$ cat config.mk
export PLATFORM = sky130hd
export DESIGN_NAME = wdr_top
export DESIGN_NICKNAME = d
export VERILOG_FILES = /design/src/common/wdr_pkg.sv /design/src/common/wdr_pulse_if.sv /design/src/verilog/wdr_rst_pulse.sv /design/src/verilog/wdr_top.sv
export SDC_FILE = /design/constraint.sdc
export NUM_CORES = 1
export LEC_CHECK = 0
export ABC_CLOCK_PERIOD_IN_PS = 1950
export BUFFER_PORTS_ARGS = -buffer_cell sky130_fd_sc_hd__buf_2
export CORE_ASPECT_RATIO = 1.4
export CORE_MARGIN = 1.5
export CORE_UTILIZATION = 46
export CTS_CLUSTER_SIZE = 8
export DETAILED_ROUTE_END_ITERATION = 6
export GPL_TIMING_DRIVEN = 0
export MAX_ROUTING_LAYER = met4
export PLACE_DENSITY = 0.79
export SYNTH_ARGS = -nofsm -noshare
export SYNTH_HDL_FRONTEND = slang
export SYNTH_HIERARCHICAL = 1
export SYNTH_SLANG_ARGS = --single-unit
$ cat constraint.sdc
create_clock -name ref_clk -period 1.95 [get_ports ref_clk]
set_input_delay 0.0975 -clock ref_clk [delete_from_list [all_inputs] [get_ports ref_clk]]
set_output_delay 0.0975 -clock ref_clk [all_outputs]
set_load 0.05 [all_outputs]
$ cat src/common/wdr_pkg.sv
// Constants shared by the watchdog reset block
package wdr_pkg;
  // Counter chain: 12-bit prescaler below a 6-bit counter
  localparam int WDR_PRE_W = 12;
  localparam int WDR_CNT_W = 6;
  localparam int WDR_CHAIN_W = WDR_PRE_W + WDR_CNT_W;
  // Clear masks: service keeps stages 1-4, prescaler clear keeps the counter
  localparam logic [17:0] WDR_SVC_KEEP = 18'h0_000F;
  localparam logic [17:0] WDR_PRE_KEEP = 18'h3_F000;
  // Timeouts in crystal clock cycles
  localparam logic [17:0] WDR_TMO_SHORT = 18'(2**13 - 2**4);
  localparam logic [17:0] WDR_TMO_LONG = 18'(2**18 - 2**4);
  // Reset pin pulse length and power-on settle, in crystal cycles
  localparam int WDR_PULSE_CYC = 32;
  localparam logic [4:0] WDR_PULSE_LAST = 5'(WDR_PULSE_CYC - 1);
  localparam int WDR_POR_CYC = 4096;
  localparam logic [11:0] WDR_POR_LAST = 12'(WDR_POR_CYC - 1);
  // Register word indices; byte address is four times the index
  localparam logic [15:0] WDR_IDX_SERVICE = 16'hFFFF;
  localparam logic [15:0] WDR_IDX_CTRL = 16'h0000;
  localparam logic [15:0] WDR_IDX_STAT = 16'h0001;
  // Control fields
  localparam int WDR_CTRL_RATE = 0;
  localparam int WDR_CTRL_DIS = 1;
  localparam int WDR_CTRL_STOPEN = 2;
  localparam logic [2:0] WDR_CTRL_RST = 3'h0;
  // Status fields
  localparam int WDR_STAT_CAUSE = 0;
  localparam int WDR_STAT_BUSY = 1;
  localparam int WDR_STAT_STOP = 2;
  localparam int WDR_STAT_EN = 3;
  localparam int WDR_STAT_CNT = 8;
endpackage

$ cat src/common/wdr_pulse_if.sv
// Link between the watchdog core and the reset pulse generator
`timescale 1ns/1ps
`default_nettype none
interface wdr_pulse_if;
  logic fire;
  logic busy;
  modport core (output fire, input busy);
  modport gen (input fire, output busy);
endinterface
`default_nettype wire

$ cat src/verilog/wdr_rst_pulse.sv
// Reset pin pulse generator
`timescale 1ns/1ps
`default_nettype none
module wdr_rst_pulse
  import wdr_pkg::*;
(
  // Clock and reset
  input wire logic ref_clk,
  input wire logic srst,
  // Core link
  wdr_pulse_if.gen p
);
  typedef enum logic {PS_IDLE, PS_LOW} wdr_pstate_t;
  typedef struct packed {
    wdr_pstate_t st;
    logic [4:0] cnt;
  } wdr_pulse_t;

  wdr_pulse_t s_r;
  wdr_pulse_t s_nxt;

  always_comb begin
    s_nxt = s_r;
    case (s_r.st)
      PS_IDLE: begin
        if (p.fire) begin
          s_nxt.st = PS_LOW;
          s_nxt.cnt = '0;
        end
      end
      PS_LOW: begin
        s_nxt.cnt = s_r.cnt + 5'h1;
        if (s_r.cnt == WDR_PULSE_LAST) begin
          s_nxt.st = PS_IDLE;
        end
      end
      default: s_nxt.st = PS_IDLE;
    endcase
  end

  always_ff @(posedge ref_clk) begin
    if (srst) begin
      s_r <= '{st: PS_IDLE, cnt: '0};
    end else begin
      s_r <= s_nxt;
    end
  end

  assign p.busy = (s_r.st == PS_LOW);

  pulse_len_a: assert property (@(posedge ref_clk) disable iff (srst)
    $rose(p.busy) |-> ##31 p.busy ##1 !p.busy)
    else $error("reset pulse not 32 cycles");
endmodule
`default_nettype wire

$ cat src/verilog/wdr_top.sv
// Free-running watchdog with reset pulse and Avalon-MM registers
//
// Chosen here: register access over Avalon-MM.
`timescale 1ns/1ps
`default_nettype none
module wdr_top
  import wdr_pkg::*;
#(
  parameter logic [17:0] TMO_SHORT = WDR_TMO_SHORT,
  parameter logic [17:0] TMO_LONG = WDR_TMO_LONG
) (
  // Crystal clock and reset
  input wire logic ref_clk,
  input wire logic srst,
  // Avalon-MM slave
  input wire logic [17:0] avs_address,
  input wire logic avs_read,
  input wire logic avs_write,
  input wire logic [3:0] avs_byteenable,
  input wire logic [31:0] avs_writedata,
  output logic [31:0] avs_readdata,
  output logic avs_waitrequest,
  // System events
  input wire logic internal_reset,
  input wire logic rst_vec_fetch,
  input wire logic stop_exec,
  input wire logic stop_exit,
  input wire logic [7:0] rst_vec_lo,
  // Mode pins
  input wire logic monitor_mode,
  input wire logic test_volt_hi,
  input wire logic expanded_mode,
  // Reset pin, open drain
  output logic rst_pin_o,
  output logic rst_pin_oe,
  // System outputs
  output logic wdog_reset,
  output logic cop_enable,
  output logic ext_wr_stb,
  output logic [7:0] ext_wr_data
);
  typedef struct packed {
    logic [17:0] chain;
    logic [11:0] por_cnt;
    logic por_done;
    logic stop_mode;
    logic [2:0] ctrl;
    logic cause;
    logic ack;
    logic [31:0] rdata;
    logic ext_stb;
    logic [7:0] ext_data;
  } wdr_state_t;

  wdr_state_t s_r;
  wdr_state_t s_nxt;
  wdr_pulse_if pif ();

  logic acc;
  logic wr_ok;
  logic svc_wr;
  logic hit_svc;
  logic hit_ctrl;
  logic hit_stat;
  logic wd_on;
  logic advance;
  logic fire;
  logic [17:0] limit;

  ////////////////////////////////////////////////////////////////////
  // Decode
  assign hit_svc = (avs_address == {WDR_IDX_SERVICE, 2'b00});
  assign hit_ctrl = (avs_address == {WDR_IDX_CTRL, 2'b00});
  assign hit_stat = (avs_address == {WDR_IDX_STAT, 2'b00});
  assign acc = avs_read | avs_write;
  assign avs_waitrequest = acc & ~s_r.ack;
  assign wr_ok = avs_write & s_r.ack;
  assign svc_wr = wr_ok & hit_svc;

  ////////////////////////////////////////////////////////////////////
  // Enables
  assign cop_enable = ~(monitor_mode & test_volt_hi);
  assign wd_on = ~s_r.ctrl[WDR_CTRL_DIS] & cop_enable & s_r.por_done;
  assign advance = ~s_r.stop_mode;
  assign limit = s_r.ctrl[WDR_CTRL_RATE] ? TMO_LONG : TMO_SHORT;
  assign fire = wd_on & advance & ~pif.busy
    & (s_r.chain == limit - 18'h1);
  assign pif.fire = fire;

  ////////////////////////////////////////////////////////////////////
  // Next state
  always_comb begin
    s_nxt = s_r;
    s_nxt.ack = acc & ~s_r.ack;
    s_nxt.ext_stb = 1'b0;
    // Power-on settle counter
    if (!s_r.por_done) begin
      s_nxt.por_cnt = s_r.por_cnt + 12'h1;
      s_nxt.por_done = (s_r.por_cnt == WDR_POR_LAST);
    end
    // Counter chain
    if (advance) begin
      s_nxt.chain = s_r.chain + 18'h1;
    end
    if (svc_wr) begin
      s_nxt.chain = s_nxt.chain & WDR_SVC_KEEP;
    end
    if (rst_vec_fetch) begin
      s_nxt.chain = s_nxt.chain & WDR_PRE_KEEP;
    end
    if (stop_exec && s_r.ctrl[WDR_CTRL_STOPEN]) begin
      s_nxt.chain = s_nxt.chain & WDR_PRE_KEEP;
      s_nxt.stop_mode = 1'b1;
    end
    if (stop_exit) begin
      s_nxt.stop_mode = 1'b0;
    end
    if (internal_reset || fire || !wd_on) begin
      s_nxt.chain = '0;
    end
    if (internal_reset || fire) begin
      s_nxt.stop_mode = 1'b0;
    end
    // External copy of the service write
    if (svc_wr && expanded_mode) begin
      s_nxt.ext_stb = 1'b1;
      s_nxt.ext_data = avs_writedata[7:0];
    end
    // Register writes
    if (wr_ok && hit_ctrl && avs_byteenable[0]) begin
      s_nxt.ctrl = avs_writedata[2:0];
    end
    if (wr_ok && hit_stat && avs_byteenable[0]
        && avs_writedata[WDR_STAT_CAUSE]) begin
      s_nxt.cause = 1'b0;
    end
    if (fire) begin
      s_nxt.cause = 1'b1;
    end
    // Read data, captured while the request waits
    if (avs_read && !s_r.ack) begin
      s_nxt.rdata = '0;
      if (hit_svc) begin
        s_nxt.rdata[7:0] = rst_vec_lo;
      end else if (hit_ctrl) begin
        s_nxt.rdata[2:0] = s_r.ctrl;
      end else if (hit_stat) begin
        s_nxt.rdata[WDR_STAT_CAUSE] = s_r.cause;
        s_nxt.rdata[WDR_STAT_BUSY] = pif.busy;
        s_nxt.rdata[WDR_STAT_STOP] = s_r.stop_mode;
        s_nxt.rdata[WDR_STAT_EN] = cop_enable;
        s_nxt.rdata[WDR_STAT_CNT +: WDR_CNT_W] =
          s_r.chain[WDR_PRE_W +: WDR_CNT_W];
      end
    end
  end

  always_ff @(posedge ref_clk) begin
    if (srst) begin
      s_r <= '0;
      s_r.ctrl <= WDR_CTRL_RST;
    end else begin
      s_r <= s_nxt;
    end
  end

  ////////////////////////////////////////////////////////////////////
  // Reset pulse and outputs
  wdr_rst_pulse u_pulse (
    .ref_clk(ref_clk),
    .srst(srst),
    .p(pif.gen)
  );

  // Reset is the only action; no request outputs exist
  assign wdog_reset = pif.busy;
  assign rst_pin_o = 1'b0;
  assign rst_pin_oe = pif.busy;
  assign avs_readdata = s_r.rdata;
  assign ext_wr_stb = s_r.ext_stb;
  assign ext_wr_data = s_r.ext_data;

  ////////////////////////////////////////////////////////////////////
  // Checks
  svc_clears_a: assert property (@(posedge ref_clk) disable iff (srst)
    svc_wr |=> s_r.chain[17:4] == '0)
    else $error("service write did not clear chain");

  cause_set_a: assert property (@(posedge ref_clk) disable iff (srst)
    fire |=> s_r.cause && rst_pin_oe [*8])
    else $error("overflow missed cause flag or pin");

  stop_hold_a: assert property (@(posedge ref_clk) disable iff (srst)
    (s_r.stop_mode && $past(s_r.stop_mode)) |->
      s_r.chain <= $past(s_r.chain))
    else $error("chain advanced in stop mode");

  int_rst_a: assert property (@(posedge ref_clk) disable iff (srst)
    internal_reset |=> s_r.chain == '0)
    else $error("internal reset left chain running");

  vec_fetch_a: assert property (@(posedge ref_clk) disable iff (srst)
    rst_vec_fetch |=> s_r.chain[11:0] == '0)
    else $error("vector fetch did not clear prescaler");

  por_hold_a: assert property (@(posedge ref_clk) disable iff (srst)
    !s_r.por_done |-> !fire && s_r.chain == '0)
    else $error("chain ran before power-on settle");

  read_vec_a: assert property (@(posedge ref_clk) disable iff (srst)
    (avs_read && hit_svc && !avs_waitrequest) |->
      avs_readdata == {24'h0, $past(rst_vec_lo)} && !svc_wr)
    else $error("service read wrong or had effect");

  dis_opt_a: assert property (@(posedge ref_clk) disable iff (srst)
    s_r.ctrl[WDR_CTRL_DIS] |-> !fire)
    else $error("reset while disabled");

  mon_dis_a: assert property (@(posedge ref_clk) disable iff (srst)
    (monitor_mode && test_volt_hi) |-> !cop_enable ##1 s_r.chain == '0)
    else $error("watchdog active in monitor mode");

  stop_en_a: assert property (@(posedge ref_clk) disable iff (srst)
    (stop_exec && !s_r.ctrl[WDR_CTRL_STOPEN] && !s_r.stop_mode) |=>
      !s_r.stop_mode)
    else $error("stop taken while not enabled");

  ext_copy_a: assert property (@(posedge ref_clk) disable iff (srst)
    (svc_wr && expanded_mode) |=>
      ext_wr_stb && ext_wr_data == $past(avs_writedata[7:0]) ##1 !ext_wr_stb)
    else $error("external service copy wrong");

  stop_pre_a: assert property (@(posedge ref_clk) disable iff (srst)
    (stop_exec && s_r.ctrl[WDR_CTRL_STOPEN]) |=>
      (s_r.chain & ~WDR_PRE_KEEP) == '0)
    else $error("stop left prescaler running");

  run_count_a: assert property (@(posedge ref_clk) disable iff (srst)
    (wd_on && advance && !fire && !internal_reset && !rst_vec_fetch
      && !svc_wr && !stop_exec) |=>
      s_r.chain == $past(s_r.chain) + 18'h1)
    else $error("chain stalled outside stop mode");

  svc_keep_a: assert property (@(posedge ref_clk) disable iff (srst)
    (svc_wr && wd_on && advance && !fire && !internal_reset
      && !rst_vec_fetch && !stop_exec) |=> (s_r.chain & WDR_SVC_KEEP) ==
      (($past(s_r.chain) + 18'h1) & WDR_SVC_KEEP))
    else $error("service write cleared low prescaler stages");

  svc_once_a: assert property (@(posedge ref_clk) disable iff (srst)
    svc_wr |=> !svc_wr)
    else $error("service strobe longer than one cycle");

  one_wait_a: assert property (@(posedge ref_clk) disable iff (srst)
    (acc && avs_waitrequest) |=> !avs_waitrequest)
    else $error("more than one wait state");

  pin_low_a: assert property (@(posedge ref_clk) disable iff (srst)
    rst_pin_oe |-> !rst_pin_o && wdog_reset)
    else $error("reset pin not driven low");

  cause_hold_a: assert property (@(posedge ref_clk) disable iff (srst)
    (s_r.cause && !(wr_ok && hit_stat)) |=> s_r.cause)
    else $error("cause flag lost without clear");

  por_end_a: assert property (@(posedge ref_clk) disable iff (srst)
    $rose(s_r.por_done) |-> s_r.por_cnt == '0)
    else $error("power-on settle wrong length");

  ext_idle_a: assert property (@(posedge ref_clk) disable iff (srst)
    !(svc_wr && expanded_mode) |=> !ext_wr_stb)
    else $error("external strobe without service write");

  en_back_a: assert property (@(posedge ref_clk) disable iff (srst)
    !(monitor_mode && test_volt_hi) |-> cop_enable)
    else $error("enable not restored");

  stop_fire_a: assert property (@(posedge ref_clk) disable iff (srst)
    s_r.stop_mode |-> !fire)
    else $error("overflow while in stop mode");

  fire_clr_a: assert property (@(posedge ref_clk) disable iff (srst)
    fire |=> s_r.chain == '0 && pif.busy)
    else $error("overflow did not restart the chain");
endmodule
`default_nettype wire

### Word-level counts from Yosys, hierarchy flattened

Cells that the tools add are included.
W data, S select, Z words.

* input bits: 73
* logic and storage cells: 75
* register bits after elaboration: 66
* output and inout port bits: 46

* bitwise gates (word level): 15
* reductions and logical operators: 18
* multiplexer cells: 18
* equal/unequal tests: 6
* add/subtract/negate cells: 4

Operators by type and width (number)
* $mux W18: 3
* $mux W6: 4
* $add A18 B1 Y18 const B: 1
* $eq A18 B18 Y1: 1
* $eq A18 B18 Y1 const B: 1
* $eq A18 B3 Y1 const B: 1
* $logic_not A18 Y1: 1
* $sub A18 B1 Y18 const B: 1
* $add A12 B1 Y12 const B: 1
* $eq A12 B12 Y1 const B: 1
* $mux W4: 3
* $pmux W6 S2: 1
* $and A1 B1 Y1: 9
* $mux W9: 1
* $logic_and A1 B1 Y1: 8
* $add A5 B1 Y5 const B: 1
* $eq A5 B5 Y1 const B: 1
* $mux W1: 5
* $not A1 Y1: 5
* $reduce_or A5 Y1: 1
* $reduce_or A4 Y1: 1
* $mux W3: 1
* $reduce_or A3 Y1: 1
* $logic_not A1 Y1: 2
* 5 further kinds: 6

### Depth between registers and ports, before layout

* depth after elaboration: 10
* gate-level depth with buffers: 9
* gate-level depth less buffers: 8

### Cells and area by module

The synthesis kept the hierarchy.

Modules (own cells, without submodules)
* wdr_top: cells an instance 376, area each 3321.9 µm², times used 1
* wdr_rst_pulse: cells an instance 31, area each 284.0 µm², times used 1

### Least setup slack after synthesis

No wires, ideal clock.

* path type: reg-to-reg
* start point: register s_r[60] (netlist name)
* end point: register u_pulse/s_r[2] (netlist name)
* library setup time: 0.122 ns
* cell stages (with the launch flop): 10
* required time: 1.828 ns
* arrival time: 1.947 ns
* period minus slack after synthesis: 2.068 ns
* path slack: -0.118 ns
* cell sequence: dfxtp_1 > ha_1 > nand4b_4 > or3_1 > or4_4 > clkinv_4 > buf_12 > nor2_1 > o21ai_0 > a21oi_1

* cells in the longest elaborated chain, start to end: 3

RTL lines
* start, declared: RTL line wdr_top.sv:55 `wdr_state_t s_r;`
* start signal, assigned: RTL line wdr_top.sv:163 `s_r <= s_nxt;`
* $eq A18 B18 Y1: RTL line wdr_top.sv:87 `& (s_r.chain == limit - 18'h1);`
* $and A1 B1 Y1: RTL line wdr_top.sv:87
* net fire: RTL line wdr_top.sv:67 `logic fire;`
* $ne A2 B2 Y1 (no source line)
* end signal, assigned: RTL line wdr_rst_pulse.sv:43 `s_r <= '{st: PS_IDLE, cnt: '0};`
* end signal, assigned: RTL line wdr_rst_pulse.sv:45 `s_r <= s_nxt;`
* end, declared: RTL line wdr_rst_pulse.sv:19 `wdr_pulse_t s_r;`

The timed path passes the listed nets, and every way through them passes these cells.
A chain may end at the register's enable or synchronous reset.

### Worst setup path in the final report

* start point: register s_r[46] (netlist name)
* end point: register u_pulse/s_r[2] (netlist name)

* cells in the longest elaborated chain, start to end: 5

RTL lines
* $not A1 Y1: RTL line wdr_top.sv:84 `assign advance = ~s_r.stop_mode;`
* $and A1 B1 Y1 (2 in series): RTL line wdr_top.sv:86 `assign fire = wd_on & advance & ~pif.busy`
* $and A1 B1 Y1: RTL line wdr_top.sv:87
* $ne A2 B2 Y1 (no source line)

No other way between the ends.

==> key figures <==
Global route
  • GR Overflow Total: 0
  • First-pass GRT wire length: roughly 14000 um
  • Initial antenna violation count: 0
  • GRT Total Usage: 0.2127
  • Vias in the first global route: 3107
  • Largest net degree at the start of global routing: 14

Outcome
  • Outcome: finished, final reports clean

Power
  • Sw Share: 0.2599
  • Sw power: between 0.7 and 0.8 mW
  • Internal power: between 2 and 2.5 mW
  • Pwr dens: between 600 and 700 nW/um2
  • Seq pwr share: 0.462
  • Lkg Pwr: 1.882 nW
  • Worst vdd rail ir drop: between 0.4 and 0.5 mV
  • Clock network fraction of design power: 0.443
  • Comb pwr share: 0.095

STA
  • Final setup violation count: 0
  • Final clock skew: ~0.012 ns
  • Hold Vio Cnt, Final: 0
  • Final min period: roughly 1.9 ns
  • Slew Limit Headroom: 0.4078
  • Final period utilization: 0.9842
  • RSZ-0062 raised after global routing: true
  • Fmax achieved: around 520 MHz
  • Fin Setup TNS: 0 ns
  • Slew @ Worst Pin: 0.8802 ns
  • Max-slew violation total from the final report: 0

Floorplan
  • Die ar.: ~8400 um2
  • Die Width: a little under 80 um
  • Starting Density: 0.4711
  • Core Region: around 7700 um2
  • Row cnt: 38
  • I/O pin cnt: roughly 120
  • Chip height: 107.8 um

Finish
  • Reg area: between 1000 and 1500 um2
  • # diodes: 0
  • Ratio of cells with drive above 1 in the final layout: 0.3410
  • Post-layout nets: 597
  • Fillers: between 600 and 700
  • Area of the multi-input gates: 1882 um2
  • Finished Layout Cells: between 600 and 700
  • Area Growth Syn to Fin: 25.19%

Route
  • Via count: ~3200
  • First-pass DRT Iterations: 4
  • DRC: 0
  • Final WL: 8563 um
  • Routed len/inst: 13.70 um
  • Wire length on met2: approximately 4600 um
  • Highest metal used: met4
  • Met1 Wirelength: approximately 3400 um
  • Final ANT Viol Nets: 0
  • Met3 routed WL: 447 um
  • Iter 0 DRT Violations: 158
  • DR vias/cell: between 5 and 6

Worst hold path
  • Hold Startpoint: avs_writedata[6]
  • Hold EP: ext_wr_data[6]$_SDFFE_PP0P_
  • Hold/Removal Path Class: in2reg
  • Cell depth of the worst hold path: 3

CTS
  • Clock root cell: clkbuf_8
  • H-tree depth: 3
  • Clk sinks: 66
  • CTS tree: built
  • Reg clk slew, reported paths: approximately 0.08 ns
  • Total CTS buffers: 9
  • Max clock buf depth: 2
  • Skew-Pair Late Insertion Delay: 0.36 ns

Placement
  • Port Buffers: 71
  • Detailed-placement wirelength estimate: approximately 6400 um
  • Placed cells: roughly 600
  • GP Congestion: roughly 0.84

Logic synthesis
  • Largest cells by area after synthesis: dfxtp_1 (37%), buf_4 (9.2%), nand4_1 (4.9%)
  • Synthesis warning total: 6
  • Sequential element share of the synthesized area: 0.3664
  • #FFs+latches synth: between 60 and 70
  • Syn Area/Cell: between 8 and 9 um2
  • Largest area contributor in the netlist: dfxtp_1
  • Synth top area share: 0.3664
  • Netlist area before placement: 3606 um2
  • Unique masters post-synth: 50
  • Syn Inst Count: ~410

Setup path
  • Crit end category: flip-flop
  • Reg-to-reg slack, setup: 0.03 ns
  • Reg-to-Reg Start: s_r[46]$_SDFFE_PP0P_
  • Worst path arrival time: ~2.2 ns
  • FF-to-FF path depth: 8
  • Setup CP Type: reg2reg
  • Crit path max fanout: 9
  • Critical path launch point type: flip-flop
  • Worst r2r dst: u_pulse/s_r[2]$_SDFFE_PP0P_
  • CP required: ~2.2 ns

Flow run
  • Max-cap viol count: 0
[cells by family (layout without fill, tap and decap cells)]
group / count (synthesis) / count (layout) / share of synthesized area
fa+ha+maj: 4 / 4 / 0.01388
buf+inv: 70 / 170 / 0.1360
mux: 6 / 6 / 0.01666
flops: 66 / 66 / 0.3664
simple gates: 173 / 173 / 0.2970
xor+xnor: 23 / 23 / 0.05586
other cells: 1 / 19 / 0.001040
compound gates: 64 / 64 / 0.1131
[per-layer routing]
layer	vias up	track usage
met2	97	0.3963
li1	1638	-
met3	14	0.05085
met5	-	-
met4	0	0.08442
met1	1499	0.2095
[state kept, by name, indices dropped and copies added, names as in the netlist]
| signal | cells |
|---|---|
| s_r | 37 |
| avs_readdata | 14 |
| ext_wr_data | 8 |
| u_pulse/s_r | 5 |
| ext_wr_stb | 1 |
| u_pulse/p.busy | 1 |
[cell usage after synthesis, drive strengths merged]
master	n
xnor2	6
nand3b	2
buf	51
a21o	2
a211oi	5
and2	2
a31o	5
ha	4
nor4	3
nor3b	3
clkbuf	12
nor4b	1
o21ai	11
o22ai	3
mux2i	6
nand4b	2
nand4	28
xor2	17
nor2	28
a2bb2oi	4
o31ai	2
a21oi	30
nand2	18
and2b	1
or3	2
nor2b	5
and4	4
dfxtp	66
or2	1
conb	1
inv	6
and4b	1
and3	13
a41oi	2
nor3	21
or4	8
nand2b	4
clkinv	1
nand3	26
[power by group through the flow]
stage	combinational, mW	clock [mW]	sequential [mW]
2_1_floorplan	0.188	0	1.39
3_3_place_gp	0.264	0	1.39
3_5_place_dp	0.267	0	1.39
4_1_cts	0.278	1.32	1.36
5_1_grt	0.301	1.38	1.36
6_report	0.281	1.31	1.36
[cell type report]
| type | instances | area share |
|---|---|---|
| Multi-Input combinational cell | 289 | 0.4169 |
| Sequential cell | 66 | 0.2935 |
| Timing Repair Buffer | 85 | 0.1059 |
| Buffer | 62 | 0.09728 |
| Tap cell | 100 | 0.02772 |
| Clock buffer | 9 | 0.02744 |
| Clock inverter | 7 | 0.02273 |
| Inverter | 7 | 0.008592 |
[critical path: stages, from the launching register on]
cell and delay [ns]:
dfxtp_1 0.31, buf_6 0.13, nand4b_4 0.17, or3_1 0.33
or4_4 0.48, clkinv_8 0.10, nor2_1 0.05, o21ai_0 0.15
a21oi_1 0.09
[what timing repair did]
action / in CTS / in global routing
hold endpoints to repair: 12 / 0
hold buffers: 7 / 0
gates resized for setup: 2 / 4
buffers inserted: 7 / 0
endpoints found under the setup margin: 6 / 20
[cells in the final DEF, fill, tap and decap left out, types with 4 or more instances in the layout]
cell           instances
a211oi_2               4
a21oi_1               30
a2bb2oi_1              4
a31o_1                 4
and3_1                13
buf_2                 73
buf_4                 51
clkbuf_1              12
clkbuf_8               9
conb_1                19
dfxtp_1               63
dlygate4sd3_1          7
inv_1                  6
mux2i_1                6
nand2_1               17
nand2b_1               4
nand3_1               25
nand4_1               28
nor2_1                28
nor2b_1                4
nor3_1                 6
nor3_2                15
o21ai_1                8
or4_1                  6
xnor2_1                6
xor2_1                17
[how the worst max path moves through the flow]
stage	cells after the start	endpoint	startpoint	slack, ns
after floorplan	9	u_pulse/s_r[2]$_SDFFE_PP0P_	s_r[61]$_SDFFE_PP0N_	0.01
after global routing	8	u_pulse/s_r[2]$_SDFFE_PP0P_	s_r[61]$_SDFFE_PP0N_	-0.03
final	8	u_pulse/s_r[2]$_SDFFE_PP0P_	s_r[46]$_SDFFE_PP0P_	0.03
after detailed placement	9	u_pulse/s_r[2]$_SDFFE_PP0P_	s_r[60]$_SDFFE_PP0N_	-0.14
after CTS	8	u_pulse/s_r[2]$_SDFFE_PP0P_	s_r[46]$_SDFFE_PP0P_	0.04
after global placement	9	u_pulse/s_r[2]$_SDFFE_PP0P_	s_r[61]$_SDFFE_PP0N_	-0.09
[through the flow]
step	power [mW]	instance area [um2]	util	hold slack, ns	setup WS (ns)
after floorplan	1.581	3689	-	0.1666	0.01097
after global placement	1.658	4169	0.5446	0.2754	-0.08637
after detailed placement	1.661	4169	0.5446	0.2770	-0.1386
after CTS	2.964	4508	0.5889	0.005551	0.03818
after global routing	3.045	4514	0.5897	0.01615	-0.02783
final	2.949	4514	0.5897	0.005743	0.03077
No activity file was read; power rests on OpenSTA's default activity.
